<file path="src/design/esac_pkg.sv">
/*
 * Constants and types of the extender status, alert and control block.
 * Assumes a single 50 MHz system clock; all times below are converted to cycles here.
 */
package esac_pkg;

   // ---------------------------------------------------------------
   // Clock and times
   // ---------------------------------------------------------------
   localparam int CLK_MHZ              = 50;
   localparam int STARTUP_TRI_NS       = 2000;
   localparam int STARTUP_INIT_NS      = 10000;
   localparam int READY_IDLE_NS        = 50000;
   localparam int ALERT_SAMPLE_NS      = 1000;
   localparam int REMOTE_RESET_US      = 1000;

   // Least times, rounded up to whole cycles
   localparam int STARTUP_TRI_CYC      = (STARTUP_TRI_NS * CLK_MHZ + 999) / 1000;
   localparam int STARTUP_INIT_CYC     = (STARTUP_INIT_NS * CLK_MHZ + 999) / 1000;
   localparam int READY_IDLE_CYC       = (READY_IDLE_NS * CLK_MHZ + 999) / 1000;
   localparam int ALERT_SAMPLE_CYC     = (ALERT_SAMPLE_NS * CLK_MHZ + 999) / 1000;
   localparam int REMOTE_RESET_CYC     = REMOTE_RESET_US * CLK_MHZ;

   // ---------------------------------------------------------------
   // Widths and reset values
   // ---------------------------------------------------------------
   localparam int CNT_W                = 12;
   localparam int RR_CNT_W             = 32;
   localparam int EVENT_W              = 8;
   localparam logic [CNT_W-1:0]    CNT_ZERO = 12'h000;
   localparam logic [RR_CNT_W-1:0] RR_ZERO  = 32'h0000_0000;

   // ---------------------------------------------------------------
   // Startup sequencer states
   // ---------------------------------------------------------------
   typedef enum logic [3:0] {
      ESAC_OFF  = 4'h1,
      ESAC_TRI  = 4'h2,
      ESAC_INIT = 4'h4,
      ESAC_RUN  = 4'h8
   } esac_state_t;

endpackage

</file>
<file path="src/design/esac_top.sv">
/*
 * Extender status, alert and control logic: startup sequencing, ready and link-up
 * indicators, alert mirroring and control line forwarding.
 * Assumes pins arrive asynchronous (three-flop filter) and link-side signals are on clk_in.
 */
`timescale 1ns/1ns

module esac_sync3 (
   input  wire logic clk_in,
   input  wire logic sys_rst_in,
   input  wire logic pin_in,
   output logic      level_out
);
   logic s1_r;
   logic s2_r;
   logic s3_r;
   logic lvl_r;
   logic lvl_nxt;

   assign lvl_nxt   = (s2_r == s3_r) ? s3_r : lvl_r;
   assign level_out = lvl_r;

   always_ff @(posedge clk_in) begin
      if (sys_rst_in) begin
         s1_r  <= 1'b0;
         s2_r  <= 1'b0;
         s3_r  <= 1'b0;
         lvl_r <= 1'b0;
      end else begin
         s1_r  <= pin_in;
         s2_r  <= s1_r;
         s3_r  <= s2_r;
         lvl_r <= lvl_nxt;
      end
   end
endmodule

module esac_top #(
   parameter int REMOTE_RESET_CYC = esac_pkg::REMOTE_RESET_CYC
) (
   input  wire logic                             clk_in,
   input  wire logic                             sys_rst_in,
   input  wire logic                             power_on_in,
   input  wire logic                             far_side_sel_in,
   input  wire logic                             scl_in,
   input  wire logic                             sda_in,
   input  wire logic                             rate_select_1_in,
   input  wire logic                             rate_select_2_in,
   input  wire logic [1:0]                       peer_rate_in,
   input  wire logic                             link_alive_in,
   input  wire logic                             cable_ok_in,
   input  wire logic                             buffer_full_in,
   input  wire logic [esac_pkg::EVENT_W-1:0]     event_in,
   input  wire logic [esac_pkg::EVENT_W-1:0]     notify_en_in,
   input  wire logic                             irq_line_mode_in,
   input  wire logic                             ara_lowest_in,
   input  wire logic                             alert_pin_in,
   input  wire logic                             remote_alert_n_in,
   input  wire logic                             ctrl_pin_in,
   input  wire logic                             ctrl_src_sel_in,
   input  wire logic                             aux_software_value_in,
   input  wire logic                             remote_ctrl_in,
   output logic                                  functional_out,
   output logic                                  transceiver_lp_out,
   output logic                                  rdy_o_out,
   output logic                                  rdy_oe_out,
   output logic                                  link_o_out,
   output logic                                  link_oe_out,
   output logic                                  local_ctl_only_out,
   output logic                                  alert_o_out,
   output logic                                  alert_oe_out,
   output logic                                  alert_sample_out,
   output logic                                  ctrl_fwd_out,
   output logic                                  ctrl_fwd_valid_out,
   output logic                                  ctrl_o_out,
   output logic                                  ctrl_oe_out,
   output logic                                  remote_reset_out
);

   // ---------------------------------------------------------------
   // Pin filters
   // ---------------------------------------------------------------
   logic on_f;
   logic remote_f;
   logic scl_f;
   logic sda_f;
   logic rs1_f;
   logic rs2_f;
   logic alert_f;
   logic ctrl_f;

   esac_sync3 u_on  (.clk_in(clk_in), .sys_rst_in(sys_rst_in), .pin_in(power_on_in),      .level_out(on_f));
   esac_sync3 u_rem (.clk_in(clk_in), .sys_rst_in(sys_rst_in), .pin_in(far_side_sel_in),  .level_out(remote_f));
   esac_sync3 u_scl (.clk_in(clk_in), .sys_rst_in(sys_rst_in), .pin_in(scl_in),           .level_out(scl_f));
   esac_sync3 u_sda (.clk_in(clk_in), .sys_rst_in(sys_rst_in), .pin_in(sda_in),           .level_out(sda_f));
   esac_sync3 u_rs1 (.clk_in(clk_in), .sys_rst_in(sys_rst_in), .pin_in(rate_select_1_in), .level_out(rs1_f));
   esac_sync3 u_rs2 (.clk_in(clk_in), .sys_rst_in(sys_rst_in), .pin_in(rate_select_2_in), .level_out(rs2_f));
   esac_sync3 u_alt (.clk_in(clk_in), .sys_rst_in(sys_rst_in), .pin_in(alert_pin_in),     .level_out(alert_f));
   esac_sync3 u_ctl (.clk_in(clk_in), .sys_rst_in(sys_rst_in), .pin_in(ctrl_pin_in),      .level_out(ctrl_f));

   // ---------------------------------------------------------------
   // Startup sequencer
   // ---------------------------------------------------------------
   esac_pkg::esac_state_t        state_r;
   esac_pkg::esac_state_t        state_nxt;
   logic [esac_pkg::CNT_W-1:0]   seq_cnt_r;
   logic                         hold_rst;
   logic                         run;
   logic                         local_mode;
   logic                         tri_done;
   logic                         init_done;

   assign hold_rst   = sys_rst_in | ~on_f;
   assign run        = (state_r == esac_pkg::ESAC_RUN);
   assign local_mode = ~remote_f;
   assign tri_done   = (seq_cnt_r == 12'(esac_pkg::STARTUP_TRI_CYC - 1));
   assign init_done  = (seq_cnt_r == 12'(esac_pkg::STARTUP_INIT_CYC - 1));

   always_comb begin
      case (state_r)
         esac_pkg::ESAC_OFF:  state_nxt = esac_pkg::ESAC_TRI;
         esac_pkg::ESAC_TRI:  state_nxt = tri_done ? esac_pkg::ESAC_INIT : esac_pkg::ESAC_TRI;
         esac_pkg::ESAC_INIT: state_nxt = init_done ? esac_pkg::ESAC_RUN : esac_pkg::ESAC_INIT;
         esac_pkg::ESAC_RUN:  state_nxt = esac_pkg::ESAC_RUN;
         default:             state_nxt = esac_pkg::ESAC_OFF;
      endcase
   end

   always_ff @(posedge clk_in) begin
      if (hold_rst) begin
         state_r   <= esac_pkg::ESAC_OFF;
         seq_cnt_r <= esac_pkg::CNT_ZERO;
      end else begin
         state_r   <= state_nxt;
         seq_cnt_r <= (state_nxt != state_r) ? esac_pkg::CNT_ZERO : seq_cnt_r + 12'h001;
      end
   end

   assign functional_out     = run;
   assign transceiver_lp_out = (state_r == esac_pkg::ESAC_OFF);

   // ---------------------------------------------------------------
   // Bus idle detection and ready indicator
   // ---------------------------------------------------------------
   logic                         sda_d_r;
   logic [esac_pkg::CNT_W-1:0]   idle_cnt_r;
   logic                         ready_r;
   logic                         stop_seen;
   logic                         idle_seen;

   assign stop_seen = scl_f & sda_f & ~sda_d_r;
   assign idle_seen = (idle_cnt_r == 12'(esac_pkg::READY_IDLE_CYC - 1)) & scl_f;

   always_ff @(posedge clk_in) begin
      if (hold_rst) begin
         sda_d_r    <= 1'b1;
         idle_cnt_r <= esac_pkg::CNT_ZERO;
         ready_r    <= 1'b0;
      end else begin
         sda_d_r    <= sda_f;
         idle_cnt_r <= (scl_f && !idle_seen) ? idle_cnt_r + 12'h001 : (scl_f ? idle_cnt_r : esac_pkg::CNT_ZERO);
         if (run && local_mode && (stop_seen || idle_seen)) begin
            ready_r <= 1'b1;
         end
      end
   end

   assign rdy_o_out          = 1'b0;
   assign rdy_oe_out         = ready_r & run & local_mode & ~buffer_full_in;

   // ---------------------------------------------------------------
   // Link status
   // ---------------------------------------------------------------
   logic link_ok;
   logic link_up_r;
   logic if_ready;

   assign link_ok  = link_alive_in & cable_ok_in & (peer_rate_in == {rs2_f, rs1_f});
   assign if_ready = local_mode ? ready_r : 1'b1;

   always_ff @(posedge clk_in) begin
      if (hold_rst) begin
         link_up_r <= 1'b0;
      end else begin
         link_up_r <= run & link_ok & if_ready;
      end
   end

   assign link_o_out         = 1'b0;
   assign link_oe_out        = link_up_r;
   assign local_ctl_only_out = rdy_oe_out & ~link_up_r;

   // ---------------------------------------------------------------
   // Alert and interrupt
   // ---------------------------------------------------------------
   logic                         irq_any;
   logic                         ara_rel_r;
   logic                         int_alert_n;
   logic                         mirror_n;
   logic [esac_pkg::CNT_W-1:0]   smp_cnt_r;
   logic                         smp_tick;
   logic                         alert_smp_r;

   assign irq_any     = |(event_in & notify_en_in);
   assign int_alert_n = ~(irq_any & ~ara_rel_r);
   assign mirror_n    = link_up_r ? remote_alert_n_in : 1'b1;
   assign smp_tick    = (smp_cnt_r == 12'(esac_pkg::ALERT_SAMPLE_CYC - 1));

   always_ff @(posedge clk_in) begin
      if (hold_rst) begin
         ara_rel_r   <= 1'b0;
         smp_cnt_r   <= esac_pkg::CNT_ZERO;
         alert_smp_r <= 1'b1;
      end else begin
         if (!irq_any) begin
            ara_rel_r <= 1'b0;
         end else if (ara_lowest_in && !irq_line_mode_in) begin
            ara_rel_r <= 1'b1;
         end
         smp_cnt_r <= smp_tick ? esac_pkg::CNT_ZERO : smp_cnt_r + 12'h001;
         if (smp_tick && remote_f) begin
            alert_smp_r <= alert_f;
         end
      end
   end

   assign alert_o_out      = 1'b0;
   assign alert_oe_out     = run & local_mode & ~(mirror_n & int_alert_n);
   assign alert_sample_out = alert_smp_r;

   // ---------------------------------------------------------------
   // Remote reset and control line
   // ---------------------------------------------------------------
   logic [esac_pkg::RR_CNT_W-1:0] rr_cnt_r;
   logic                          rr_cond;
   logic                          rr_hit;
   logic                          ctrl_oe_r;
   logic                          ctrl_fwd_r;
   logic                          ctrl_o_r;
   logic                          ctrl_sel_val;

   assign ctrl_sel_val = ctrl_src_sel_in ? aux_software_value_in : remote_ctrl_in;

   assign rr_cond = local_mode ? ~on_f : (run & ~link_ok);
   assign rr_hit  = rr_cond & (rr_cnt_r == 32'(REMOTE_RESET_CYC - 1));

   always_ff @(posedge clk_in) begin
      if (sys_rst_in || !rr_cond) begin
         rr_cnt_r <= esac_pkg::RR_ZERO;
      end else if (rr_cnt_r != 32'(REMOTE_RESET_CYC - 1)) begin
         rr_cnt_r <= rr_cnt_r + 32'h0000_0001;
      end
   end

   always_ff @(posedge clk_in) begin
      if (hold_rst) begin
         ctrl_oe_r  <= 1'b0;
         ctrl_fwd_r <= 1'b0;
         ctrl_o_r   <= 1'b0;
      end else begin
         ctrl_o_r <= ctrl_sel_val;
         if (rr_hit && remote_f) begin
            ctrl_oe_r <= 1'b0;
         end else if (run && remote_f && link_ok) begin
            ctrl_oe_r <= 1'b1;
         end
         if (link_up_r) begin
            ctrl_fwd_r <= ctrl_f;
         end
      end
   end

   assign ctrl_fwd_out       = ctrl_fwd_r;
   assign ctrl_fwd_valid_out = link_up_r & local_mode;
   assign ctrl_o_out         = ctrl_o_r;
   assign ctrl_oe_out        = ctrl_oe_r & remote_f;
   assign remote_reset_out   = rr_hit & local_mode;

   // ---------------------------------------------------------------
   // Assertions
   // ---------------------------------------------------------------
   property p_off_quiet;
      @(posedge clk_in) disable iff (sys_rst_in)
      !on_f |=> !rdy_oe_out && !link_oe_out && !alert_oe_out && !ctrl_oe_out && transceiver_lp_out;
   endproperty
   a_off_quiet: assert property (p_off_quiet) else $error("Drivers active while off");

   property p_tri_phase;
      @(posedge clk_in) disable iff (hold_rst)
      (state_r == esac_pkg::ESAC_TRI) |-> !rdy_oe_out && !link_oe_out && !alert_oe_out && !ctrl_oe_out;
   endproperty
   a_tri_phase: assert property (p_tri_phase) else $error("Output driven during tristate phase");

   property p_link_needs;
      @(posedge clk_in) disable iff (hold_rst)
      $rose(link_oe_out) |-> $past(link_ok) && $past(run);
   endproperty
   a_link_needs: assert property (p_link_needs) else $error("Link-up without link");

   property p_no_link_startup;
      @(posedge clk_in) disable iff (sys_rst_in)
      !run |=> !link_oe_out;
   endproperty
   a_no_link_startup: assert property (p_no_link_startup) else $error("Link-up during startup");

   property p_rate_mismatch;
      @(posedge clk_in) disable iff (hold_rst)
      (peer_rate_in != {rs2_f, rs1_f}) |=> !link_oe_out;
   endproperty
   a_rate_mismatch: assert property (p_rate_mismatch) else $error("Link with rate mismatch");

   property p_stop_ready;
      @(posedge clk_in) disable iff (hold_rst)
      (run && local_mode && stop_seen && !buffer_full_in) ##1 !buffer_full_in |-> rdy_oe_out;
   endproperty
   a_stop_ready: assert property (p_stop_ready) else $error("Ready not low after stop");

   property p_buf_full;
      @(posedge clk_in) disable iff (hold_rst)
      buffer_full_in |-> !rdy_oe_out;
   endproperty
   a_buf_full: assert property (p_buf_full) else $error("Ready low with buffer full");

   property p_alert_and;
      @(posedge clk_in) disable iff (hold_rst)
      (run && local_mode && link_up_r && !remote_alert_n_in) |-> alert_oe_out;
   endproperty
   a_alert_and: assert property (p_alert_and) else $error("Remote alert not mirrored");

   property p_irq_mode;
      @(posedge clk_in) disable iff (hold_rst)
      (run && local_mode && irq_line_mode_in && irq_any && !ara_rel_r) ##1 (irq_line_mode_in && irq_any)
         |-> alert_oe_out;
   endproperty
   a_irq_mode: assert property (p_irq_mode) else $error("Interrupt released in interrupt mode");

   property p_ctrl_remote_reset;
      @(posedge clk_in) disable iff (hold_rst)
      (rr_hit && remote_f) |=> !ctrl_oe_out;
   endproperty
   a_ctrl_remote_reset: assert property (p_ctrl_remote_reset) else $error("Control driven after reset");

   property p_ctrl_fwd;
      @(posedge clk_in) disable iff (hold_rst)
      !link_up_r |=> $stable(ctrl_fwd_r);
   endproperty
   a_ctrl_fwd: assert property (p_ctrl_fwd) else $error("Control forwarded without link");

   c_ready:  cover property (@(posedge clk_in) disable iff (hold_rst) $rose(rdy_oe_out));
   c_link:   cover property (@(posedge clk_in) disable iff (hold_rst) $rose(link_oe_out));
   c_ara:    cover property (@(posedge clk_in) disable iff (hold_rst) $rose(ara_rel_r));
   c_rreset: cover property (@(posedge clk_in) disable iff (sys_rst_in) remote_reset_out);

endmodule

</file>
<file path="config.mk">
export PLATFORM = sky130hd
export DESIGN_NAME = esac_top
export DESIGN_NICKNAME = d
export VERILOG_FILES = /design/src/design/esac_pkg.sv /design/src/design/esac_top.sv
export SDC_FILE = /design/constraint.sdc
export NUM_CORES = 1
export LEC_CHECK = 0
export BUFFER_PORTS_ARGS = -buffer_cell sky130_fd_sc_hd__buf_2
export CORE_ASPECT_RATIO = 1.5
export CORE_MARGIN = 3
export CORE_UTILIZATION = 54
export CTS_CLUSTER_DIAMETER = 40
export DETAILED_ROUTE_END_ITERATION = 7
export PLACE_DENSITY = 0.74
export SLEW_MARGIN = 20
export SYNTH_ARGS = -nofsm -noshare
export SYNTH_HDL_FRONTEND = slang
export SYNTH_SLANG_ARGS = --single-unit
</file>
<file path="constraint.sdc">
create_clock -name clk_in -period 3.85 [get_ports clk_in]
set_clock_uncertainty 0.1 [all_clocks]
set_input_delay 0 -clock clk_in [delete_from_list [all_inputs] [get_ports clk_in]]
set_output_delay 0 -clock clk_in [all_outputs]
set_load 0.1 [all_outputs]
</file>
# Word level (Yosys, flattened, before mapping)

Cells that the tools add are included.

Bits of input ports: 37
Memory bits (writable): 0
Memories kept: 0
Latch bits: 0
Word-level logic and storage cells: 129
Register bits after elaboration: 112
Memory bits (read-only): 0
Output and inout bits: 15

Magnitude comparators: 0
Eq/ne operators: 21
Reductions and logical operators: 18
Multiplexer cells: 9
Div/mod/pow operators: 0
Add/subtract/negate cells: 4
Shift operators: 0
Bitwise operators: 32
Multipliers: 0

Operator list:

| kind                    | number |
|---|---|
| $add A12 B1 Y12 const B | 3 |
| $add A32 B1 Y32 const B | 1 |
| $eq A32 B16 Y1 const B  | 1 |
| $ne A32 B16 Y1 const B  | 1 |
| $mux W12                | 2 |
| $and A1 B1 Y1           | 20 |
| $pmux W4 S4             | 1 |
| $eq A12 B12 Y1 const B  | 1 |
| $eq A12 B6 Y1 const B   | 1 |
| $eq A12 B7 Y1 const B   | 1 |
| $eq A12 B9 Y1 const B   | 1 |
| $not A1 Y1              | 10 |
| $and A8 B8 Y8           | 1 |
| $eq A1 B1 Y1            | 8 |
| $logic_and A1 B1 Y1     | 8 |
| $reduce_or A2 Y1        | 4 |
| $reduce_or A8 Y1        | 1 |
| $eq A4 B1 Y1 const B    | 1 |
| $eq A4 B2 Y1 const B    | 1 |
| $eq A4 B3 Y1 const B    | 1 |
| $eq A4 B4 Y1 const B    | 1 |
| $mux W1                 | 4 |
| $mux W4                 | 1 |
| $ne A4 B4 Y1            | 1 |
| other kinds (6)         | 9 |

# Longest topological paths before layout

Gate-level depths: netlist of the first run.

Word-level depth: 8
Depth in mapped cells: 7
Depth with buffers taken out: 6

# By module

From an unflattened synthesis of the first run, not the netlist that was laid out.

Cell total of the unflattened synthesis: 511
Area total of the unflattened synthesis: 4614.4 µm²

By module, submodules not included:

| module     | times used | cells an instance | seq. area each (µm²) | area each (µm²) |
|---|---|---|---|---|
| esac_top   | 1          | 431               | 1601.5               | 3713.6 |
| esac_sync3 | 8          | 10                | 80.1                 | 112.6 |

# Least setup slack after synthesis of the first run

OpenSTA, ideal clock, no wires.

Kind: flip-flop to output port
Start point: register state_r[1]
End point: output local_ctl_only_out
Data required time: 3.750 ns
Path slack: -1.064 ns
Buffers on the path: 0
Arrival time: 4.814 ns
Stages on the path, launching flop included: 4
Cell sequence: dfxtp_1 > or4b_1 > nor4_1 > and2_1

Word-level cells in the longest chain between the ends: 5

Ends and longest elaborated chain:

| what                       | line            | text |
|---|---|---|
| start: declaration         | esac_top.sv:104 | `esac_pkg::esac_state_t state_r;` |
| start signal: assignment   | esac_top.sv:131 | `state_r <= esac_pkg::ESAC_OFF;` |
| start signal: assignment   | esac_top.sv:134 | `state_r <= state_nxt;` |
| $eq A4 B4 Y1               | esac_top.sv:114 | `assign run = (state_r == esac_pkg::ESAC_RUN);` |
| $and A1 B1 Y1 (3 in a row) | esac_top.sv:169 | `assign rdy_oe_out = ready_r & run & local_mode & ~buffer_full_in;` |
| net rdy_oe_out             | esac_top.sv:66  | `output logic rdy_oe_out,` |
| $and A1 B1 Y1              | esac_top.sv:191 | `assign local_ctl_only_out = rdy_oe_out & ~link_up_r;` |
| end: declaration           | esac_top.sv:69  | `output logic local_ctl_only_out,` |

The timed path passes the listed nets, and every way through them passes these cells.

# Worst setup path in the final report of the first run

Start point: register rr_cnt_r[0] in the netlist's numbering
End point: output remote_reset_out

Word-level cells in the longest chain between the ends: 3

Ends and longest elaborated chain:

| what                     | line            | text |
|---|---|---|
| start: declaration       | esac_top.sv:234 | `logic [esac_pkg::RR_CNT_W-1:0] rr_cnt_r;` |
| start signal: assignment | esac_top.sv:249 | `rr_cnt_r <= esac_pkg::RR_ZERO;` |
| start signal: assignment | esac_top.sv:251 | `rr_cnt_r <= rr_cnt_r + 32'h0000_0001;` |
| $eq A32 B16 Y1           | esac_top.sv:245 | `assign rr_hit = rr_cond & (rr_cnt_r == 32'(REMOTE_RESET_CYC - 1));` |
| $and A1 B1 Y1            | esac_top.sv:245 |  |
| $and A1 B1 Y1            | esac_top.sv:277 | `assign remote_reset_out = rr_hit & local_mode;` |
| end: declaration         | esac_top.sv:77  | `output logic remote_reset_out` |

Every way passes these cells.

==> results of run 1 <==
==> worst reg2reg max path, stage by stage (launching register included) <==
cell     delay (ps)
dfxtp_1         400
ha_1            240
nand3_1         120
or4_1           700
or4_1           510
a21oi_1         150
==> synth_stat cells, types with 2 or more instances <==
master / count
a21oi_1: 32
nand2_1: 35
and2_1: 2
nor3_1: 12
and4_1: 8
nand4_2: 2
clkbuf_1: 18
and4b_1: 2
or3_2: 3
nor2b_1: 26
a2111oi_0: 2
xor2_1: 21
mux2i_1: 4
nor4b_1: 3
o21ai_0: 20
nor4_1: 17
inv_1: 11
and3_1: 5
o21bai_1: 2
nand2b_1: 5
or4_1: 10
buf_2: 5
or3_1: 9
buf_4: 3
o41ai_1: 2
o31ai_1: 7
xnor2_1: 21
ha_1: 5
dfxtp_1: 112
nand4_1: 17
nand3_1: 32
a311oi_1: 2
or4b_1: 3
a22oi_1: 4
nor2_1: 54
==> final timing paths <==
path / start / end / slack [ps] / cells after the start
max reg2reg: rr_cnt_r[0] / rr_cnt_r[28] / 1560 / 5
min reg2reg: u_sda.s1_r / u_sda.s2_r / 340 / 1
max: rr_cnt_r[0] / remote_reset_out / 1240 / 6
min: sys_rst_in / u_scl.s3_r / 50 / 2
==> per-layer routing <==
layer / part of all wire (%) / wire length, um / vias to the layer above / track usage (%)
met5: 0 / 0 / - / 0
li1: - / - / 2004 / -
met2: 53 / 5185 / 79 / 37.20
met1: 40 / 3943 / 1880 / 23.13
met4: 2.4 / 238 / 0 / 8.793
met3: 4.4 / 430 / 20 / 4.086
==> layout make-up <==
| type | instances | area [um2] | area share, % |
|---|---|---|---|
| clock inverter | 6 | 42.54 | 0.7771 |
| timing repair buffer | 63 | 387.9 | 7.086 |
| multi-input combinational | 388 | 2387 | 43.61 |
| clock buffer | 10 | 239.0 | 4.366 |
| sequential | 112 | 2242 | 40.96 |
| inverter | 11 | 41.29 | 0.7543 |
| tap | 107 | 133.9 | 2.446 |
==> kinds of logic (layout without fill, tap and decap cells) <==
logic type,Yosys count,count (layout),share of synthesized area [%]
simple gates,252,252,29.15
flops,112,112,46.94
compound gates,82,82,10.48
xor+xnor,42,42,7.701
buf+inv,38,90,3.509
fa+ha+maj,5,5,1.310
mux,4,4,0.8382
other cells,1,3,0.07850
==> power by group through the flow <==
stage               combinational, W  sequential (W)  clock (W)
floorplan                  0.0000427         0.00120          0
global placement           0.0000617         0.00120          0
detailed placement         0.0000638         0.00120          0
CTS                        0.0000747         0.00118   0.000900
global route               0.0000825         0.00118   0.000939
finish                     0.0000746         0.00118   0.000879
==> flip-flops by register name, summed over array words and instances, names as in the netlist, 4 cells and up <==
name and flops:
smp_cnt_r 12, state_r 4, rr_cnt_r 32, idle_cnt_r 12, seq_cnt_r 12
==> per-stage QoR <==
stage               std cells  setup WS (ps)
floorplan                 538          201.2
global placement          667           1659
detailed placement        667           1608
CTS                       697           1270
global route              697           1114
finish                    697           1242
==> run summary, run 1 <==
Status = finished, final reports clean
Layout cells sized above 1 = 13.22%
Netlist cell types = 55
Relative slew slack = 56.11%
Critical Path, Cell by Cell = ha_1, and3_1, and4_1, nand2_1, nor3_1, buf_2
Worst path buffer plus inverter count = 1
Setup TNS Final = 0 ps
Startpoint types = register
Max capacitance violation total = 0
Peak VDD IR = 0.2563 mV
Drt wl/cell = 14.05 um
Post-CTS setup buffer count = 0
GRT Total Usage = 20.77%
Initial antenna violation count = 0
Yosys top cell area share = 46.94%
Max frequency = 383.5 MHz
Final Util = 64.28%
Final ANT Viol Nets = 0
Main flop type after synthesis = dfxtp_1
Critical Path AT = 2510 ps
Die width = 82.80 um
Yosys warning total = 0
CP max stage cell = buf_2
Total Power = 0.002132 W
Root buf cell = clkbuf_16
Clk pin slew, worst setup/hold paths = 70 ps
WS Path Type = reg -> out
CTS hold repair buffers = 14
DP HPWL = 6965 um
Internal Pwr Total = 0.001664 W
Final wirelength = 9796 um
Total grt overflow = 0
Chip Height = 121.2 um
Final cycle utilization of the critical path = 67.74%
Clock Path Buffers = 2
Worst-Margin Slew = 649.1 ps
Leak = 1.884 nW
Yosys reg bits = 112
Final GP Congestion = 0.8835
Area grow syn2layout = 14.59%
Worst-Skew Late Latency = 350 ps
Fillcell total = 743
Sequential Power Share = 55.3%
Port buffer count = 48
Largest net degree at the start of global routing = 39
Crit end category = primary output
Part of the power in combinational logic = 3.5%
Hold Crit Class = in -> reg
Ys async rst share = 0%
Vias post-DR = 3983
Final setup vio count = 0
Global-route wire length before repair = 16350 um
CP max FO = 9
Final non-filler cell area = 5474 um2
Final net count = 627
Min cycle time layout = 2608 ps
Initial Utilization = 56.10%
Delay-heaviest family, CP = simple AND/OR/NAND/NOR gates
Post-cts resize count = 0
Commonest cells after routing, fill and taps aside = dfxtp_1 (112), nor2_1 (54), buf_2 (48)
RSZ-0062 raised after global routing = no
Synthesized area = 4777 um2
Cell taking the most area after synthesis = dfxtp_1
DR iter-0 viols = 174
Die area = 10030 um2
Initial DRT Pass Iterations = 4
Vias per cell = 5.714
Power density cells = 389.4 nW/um2
Switching power = 0.0004676 W
Cells after Synth = 536
Number of remaining DRC errors = 0
TritonCTS Buffers = 9
Ant. Diodes = 0
Core area = 8516 um2
Post-synth EDFFs = 0
Sink Count = 112
Max Transition Viols Final = 0
Vias in the first global route = 3780
CTS tree = done
H-tree Lvls = 3
Switching share of power = 21.94%
Req. time, crit path = 3750 ps
CP max stage delay = 480 ps
Most common cell after layout, fill and taps aside = dfxtp_1
Top cells by area, synth = dfxtp_1 (47%), nor2_1 (4.2%), xnor2_1 (3.9%), xor2_1 (3.9%), nor2b_1 (3.4%)
Row count = 41
I/O pin total = 52
Post-Place Cell Area = 5052 um2
Final Hold Vio Count = 0
Syn avg cell area = 8.912 um2
Seq/Total Area, Yosys = 46.94%
Clk pwr share = 41.2%
Hold Slack = 53.32 ps
No activity file was read; power rests on OpenSTA's default activity.
==> inputs of run 2 (changes only) <==
==> constraint.sdc (replaced) <==
create_clock -name clk_in -period 2.6 [get_ports clk_in]
set_clock_uncertainty 0.1 [all_clocks]
set_input_delay 0 -clock clk_in [delete_from_list [all_inputs] [get_ports clk_in]]
set_output_delay 0 -clock clk_in [all_outputs]
set_load 0.1 [all_outputs]
==> run summary, run 2 (synthesis gave the netlist of run 1 again) <==
Status = finished, final reports clean
Drt wl/cell = 13.66 um (-2.8%)
Vias post-DR = 3951 (-0.80%)
Crit path from = rr_cnt_r[0]
CP max stage cell = dfxtp_1
Die width = 82.80 um (unchanged)
Req. time, crit path = 2500 ps (-1250 ps)
Critical Path AT = 2290 ps (-220 ps)
Final non-filler cell area = 5529 um2 (+1.0%)
Sequential Power Share = 53.9% (-1.4 points)
CTS tree = done
Global-route wire length before repair = 16320 um (-0.21%)
Final Hold Vio Count = 0 (unchanged)
Clock Path Buffers = 2 (unchanged)
Most flops, register = rr_cnt_r
Vias in the first global route = 3774 (-0.16%)
Sink Count = 112 (unchanged)
Ant. Diodes = 0 (unchanged)
Hold Crit Class = in -> reg
Switching share of power = 23.44% (+1.5 points)
Leak = 1.909 nW (+1.3%)
Max frequency = 418.4 MHz
Layout cells sized above 1 = 13.71% (+0.49 points)
Power density cells = 584.9 nW/um2 (+50%)
Port buffer count = 48 (unchanged)
Dpl cells = 668 (+0.15%)
Min cycle time layout = 2390 ps
DP HPWL = 6662 um (-4.3%)
Initial DRT Pass Iterations = 4 (unchanged)
Total Power = 0.003234 W (+52%)
Critical Path, Cell by Cell = ha_1, and3_1, and4_1, nand2_1, nor3_2, clkbuf_4
Post-Place Cell Area = 5075 um2 (+0.45%)
Clk pin slew, worst setup/hold paths = 80 ps (about the same)
Peak VDD IR = 0.5605 mV (+120%)
Row count = 41 (unchanged)
Largest register FFs = 32 (unchanged)
Final wirelength = 9536 um (-2.7%)
DR iter-0 viols = 267 (+53%)
GRT Total Usage = 20.63% (-0.14 points)
Startpoint types = register
Final net count = 628 (+0.16%)
Total grt overflow = 0 (unchanged)
Clk pwr share = 42.7% (+1.5 points)
Area grow syn2layout = 15.74%
Root buf cell = clkbuf_16
GR Util met1 = 24.02% (+0.90 points)
Max Transition Viols Final = 0 (unchanged)
HP Start = peer_rate_in[1]
Worst-Skew Late Latency = 350 ps (about the same)
Vias per cell = 5.660 (-0.95%)
Final GP Congestion = 0.9059 (+2.5%)
Most common cell after layout, fill and taps aside = dfxtp_1
Commonest cells after routing, fill and taps aside = dfxtp_1 (112), nor2_1 (54), buf_2 (47)
RSZ-0062 raised after global routing = no
Met2 Use GR = 35.34% (-1.9 points)
Chip Height = 121.2 um (unchanged)
Crit Reg-Reg Startpoint = rr_cnt_r[0]
Switching power = 0.0007580 W (+62%)
Part of the power in combinational logic = 3.4% (about the same)
Post-CTS setup buffer count = 0 (unchanged)
Final ANT Viol Nets = 0 (unchanged)
Max capacitance violation total = 0 (unchanged)
Core area = 8516 um2 (unchanged)
CP max stage delay = 410 ps (-70 ps)
CP max FO = 9 (unchanged)
WS Path Type = reg -> out
Post-placement setup slack = 336.8 ps (-1271 ps)
Relative slew slack = 56.76% (+0.65 points)
Crit end category = primary output
TritonCTS Buffers = 9 (unchanged)
Initial Utilization = 56.10% (unchanged)
H-tree Lvls = 3 (unchanged)
Final cycle utilization of the critical path = 91.93%
Internal Pwr Total = 0.002476 W (+49%)
GRT Max-Usage Layer = met2
Largest net degree at the start of global routing = 39 (unchanged)
Final setup vio count = 0 (unchanged)
Worst-Margin Slew = 639.6 ps (-9.559 ps)
Die area = 10030 um2 (unchanged)
Final Worst Setup Slack = 209.7 ps (-1032 ps)
Non-Filler Instances = 698 (+0.14%)
Number of remaining DRC errors = 0 (unchanged)
Initial antenna violation count = 0 (unchanged)
I/O pin total = 52 (unchanged)
GR Util met3 = 4.458% (+0.37 points)
-- run 2: cell count changes in the layout (fill, tap and decap cells not counted), sizes merged --
cell	previous run	this run
clkinv	3	4
clkinvlp	2	0
inv	12	14
-- run 2: cell type report --
type | count | area [um2]
Fill cell | 720 | 2987
Multi-Input combinational cell | 388 | 2402
Sequential cell | 112 | 2242
Timing Repair Buffer | 64 | 397.9
Clock buffer | 9 | 225.2
Tap cell | 107 | 133.9
Clock inverter | 7 | 86.33
Inverter | 11 | 41.29
-- run 2: path summary, 6_finish.rpt --
path,endpoint,slack [ps],cells past startpoint
min,ctrl_oe_r,20,5
min reg2reg,u_on.s2_r,340,1
max reg2reg,rr_cnt_r[28],320,5
max,remote_reset_out,210,6
-- run 2: worst max-delay path, delay by kind of cell, from the launching register on --
family / cells / cell delay [ps]
flip-flops: 1 / 410
buffers and inverters: 1 / 360
AND/OR/NAND/NOR: 4 / 940
adder cells (fa/ha/maj): 1 / 230
-- run 2: per-stage QoR --
stage / hold slack, ps / setup TNS, ps / utilization (%)
CTS: 30.14 / 0 / 64.90
global placement: 111.2 / 0 / 59.59
finish: 22.63 / 0 / 64.93
floorplan: 12.05 / -574.6 / -
global route: 58.89 / 0 / 64.93
detailed placement: 113.0 / 0 / 59.59
-- run 2: power by group through the flow --
| stage | clock network, W | logic [W] | registers (W) |
|---|---|---|---|
| after floorplan | 0 | 0.0000633 | 0.00178 |
| after global placement | 0 | 0.0000917 | 0.00178 |
| after detailed placement | 0 | 0.0000937 | 0.00178 |
| after CTS | 0.00141 | 0.000110 | 0.00174 |
| after global routing | 0.00148 | 0.000120 | 0.00175 |
| final | 0.00138 | 0.000110 | 0.00174 |
-- run 2: timing repair --
| action | in CTS | in global routing |
|---|---|---|
| resized for setup | 0 | 1 |
| hold endpoints to repair | 11 | 0 |
| hold buffers | 14 | 0 |
| setup endpoints to repair | 0 | 1 |
-- run 2: routing by layer --
metal  vias to the layer above  wire (um)  part of all wire (%)
met5                         -          0                     0
met4                         0        189                   2.0
met3                        15        359                   3.8
met2                        74       4941                    52
met1                      1846       4046                    42
li1                       2016          -                     -
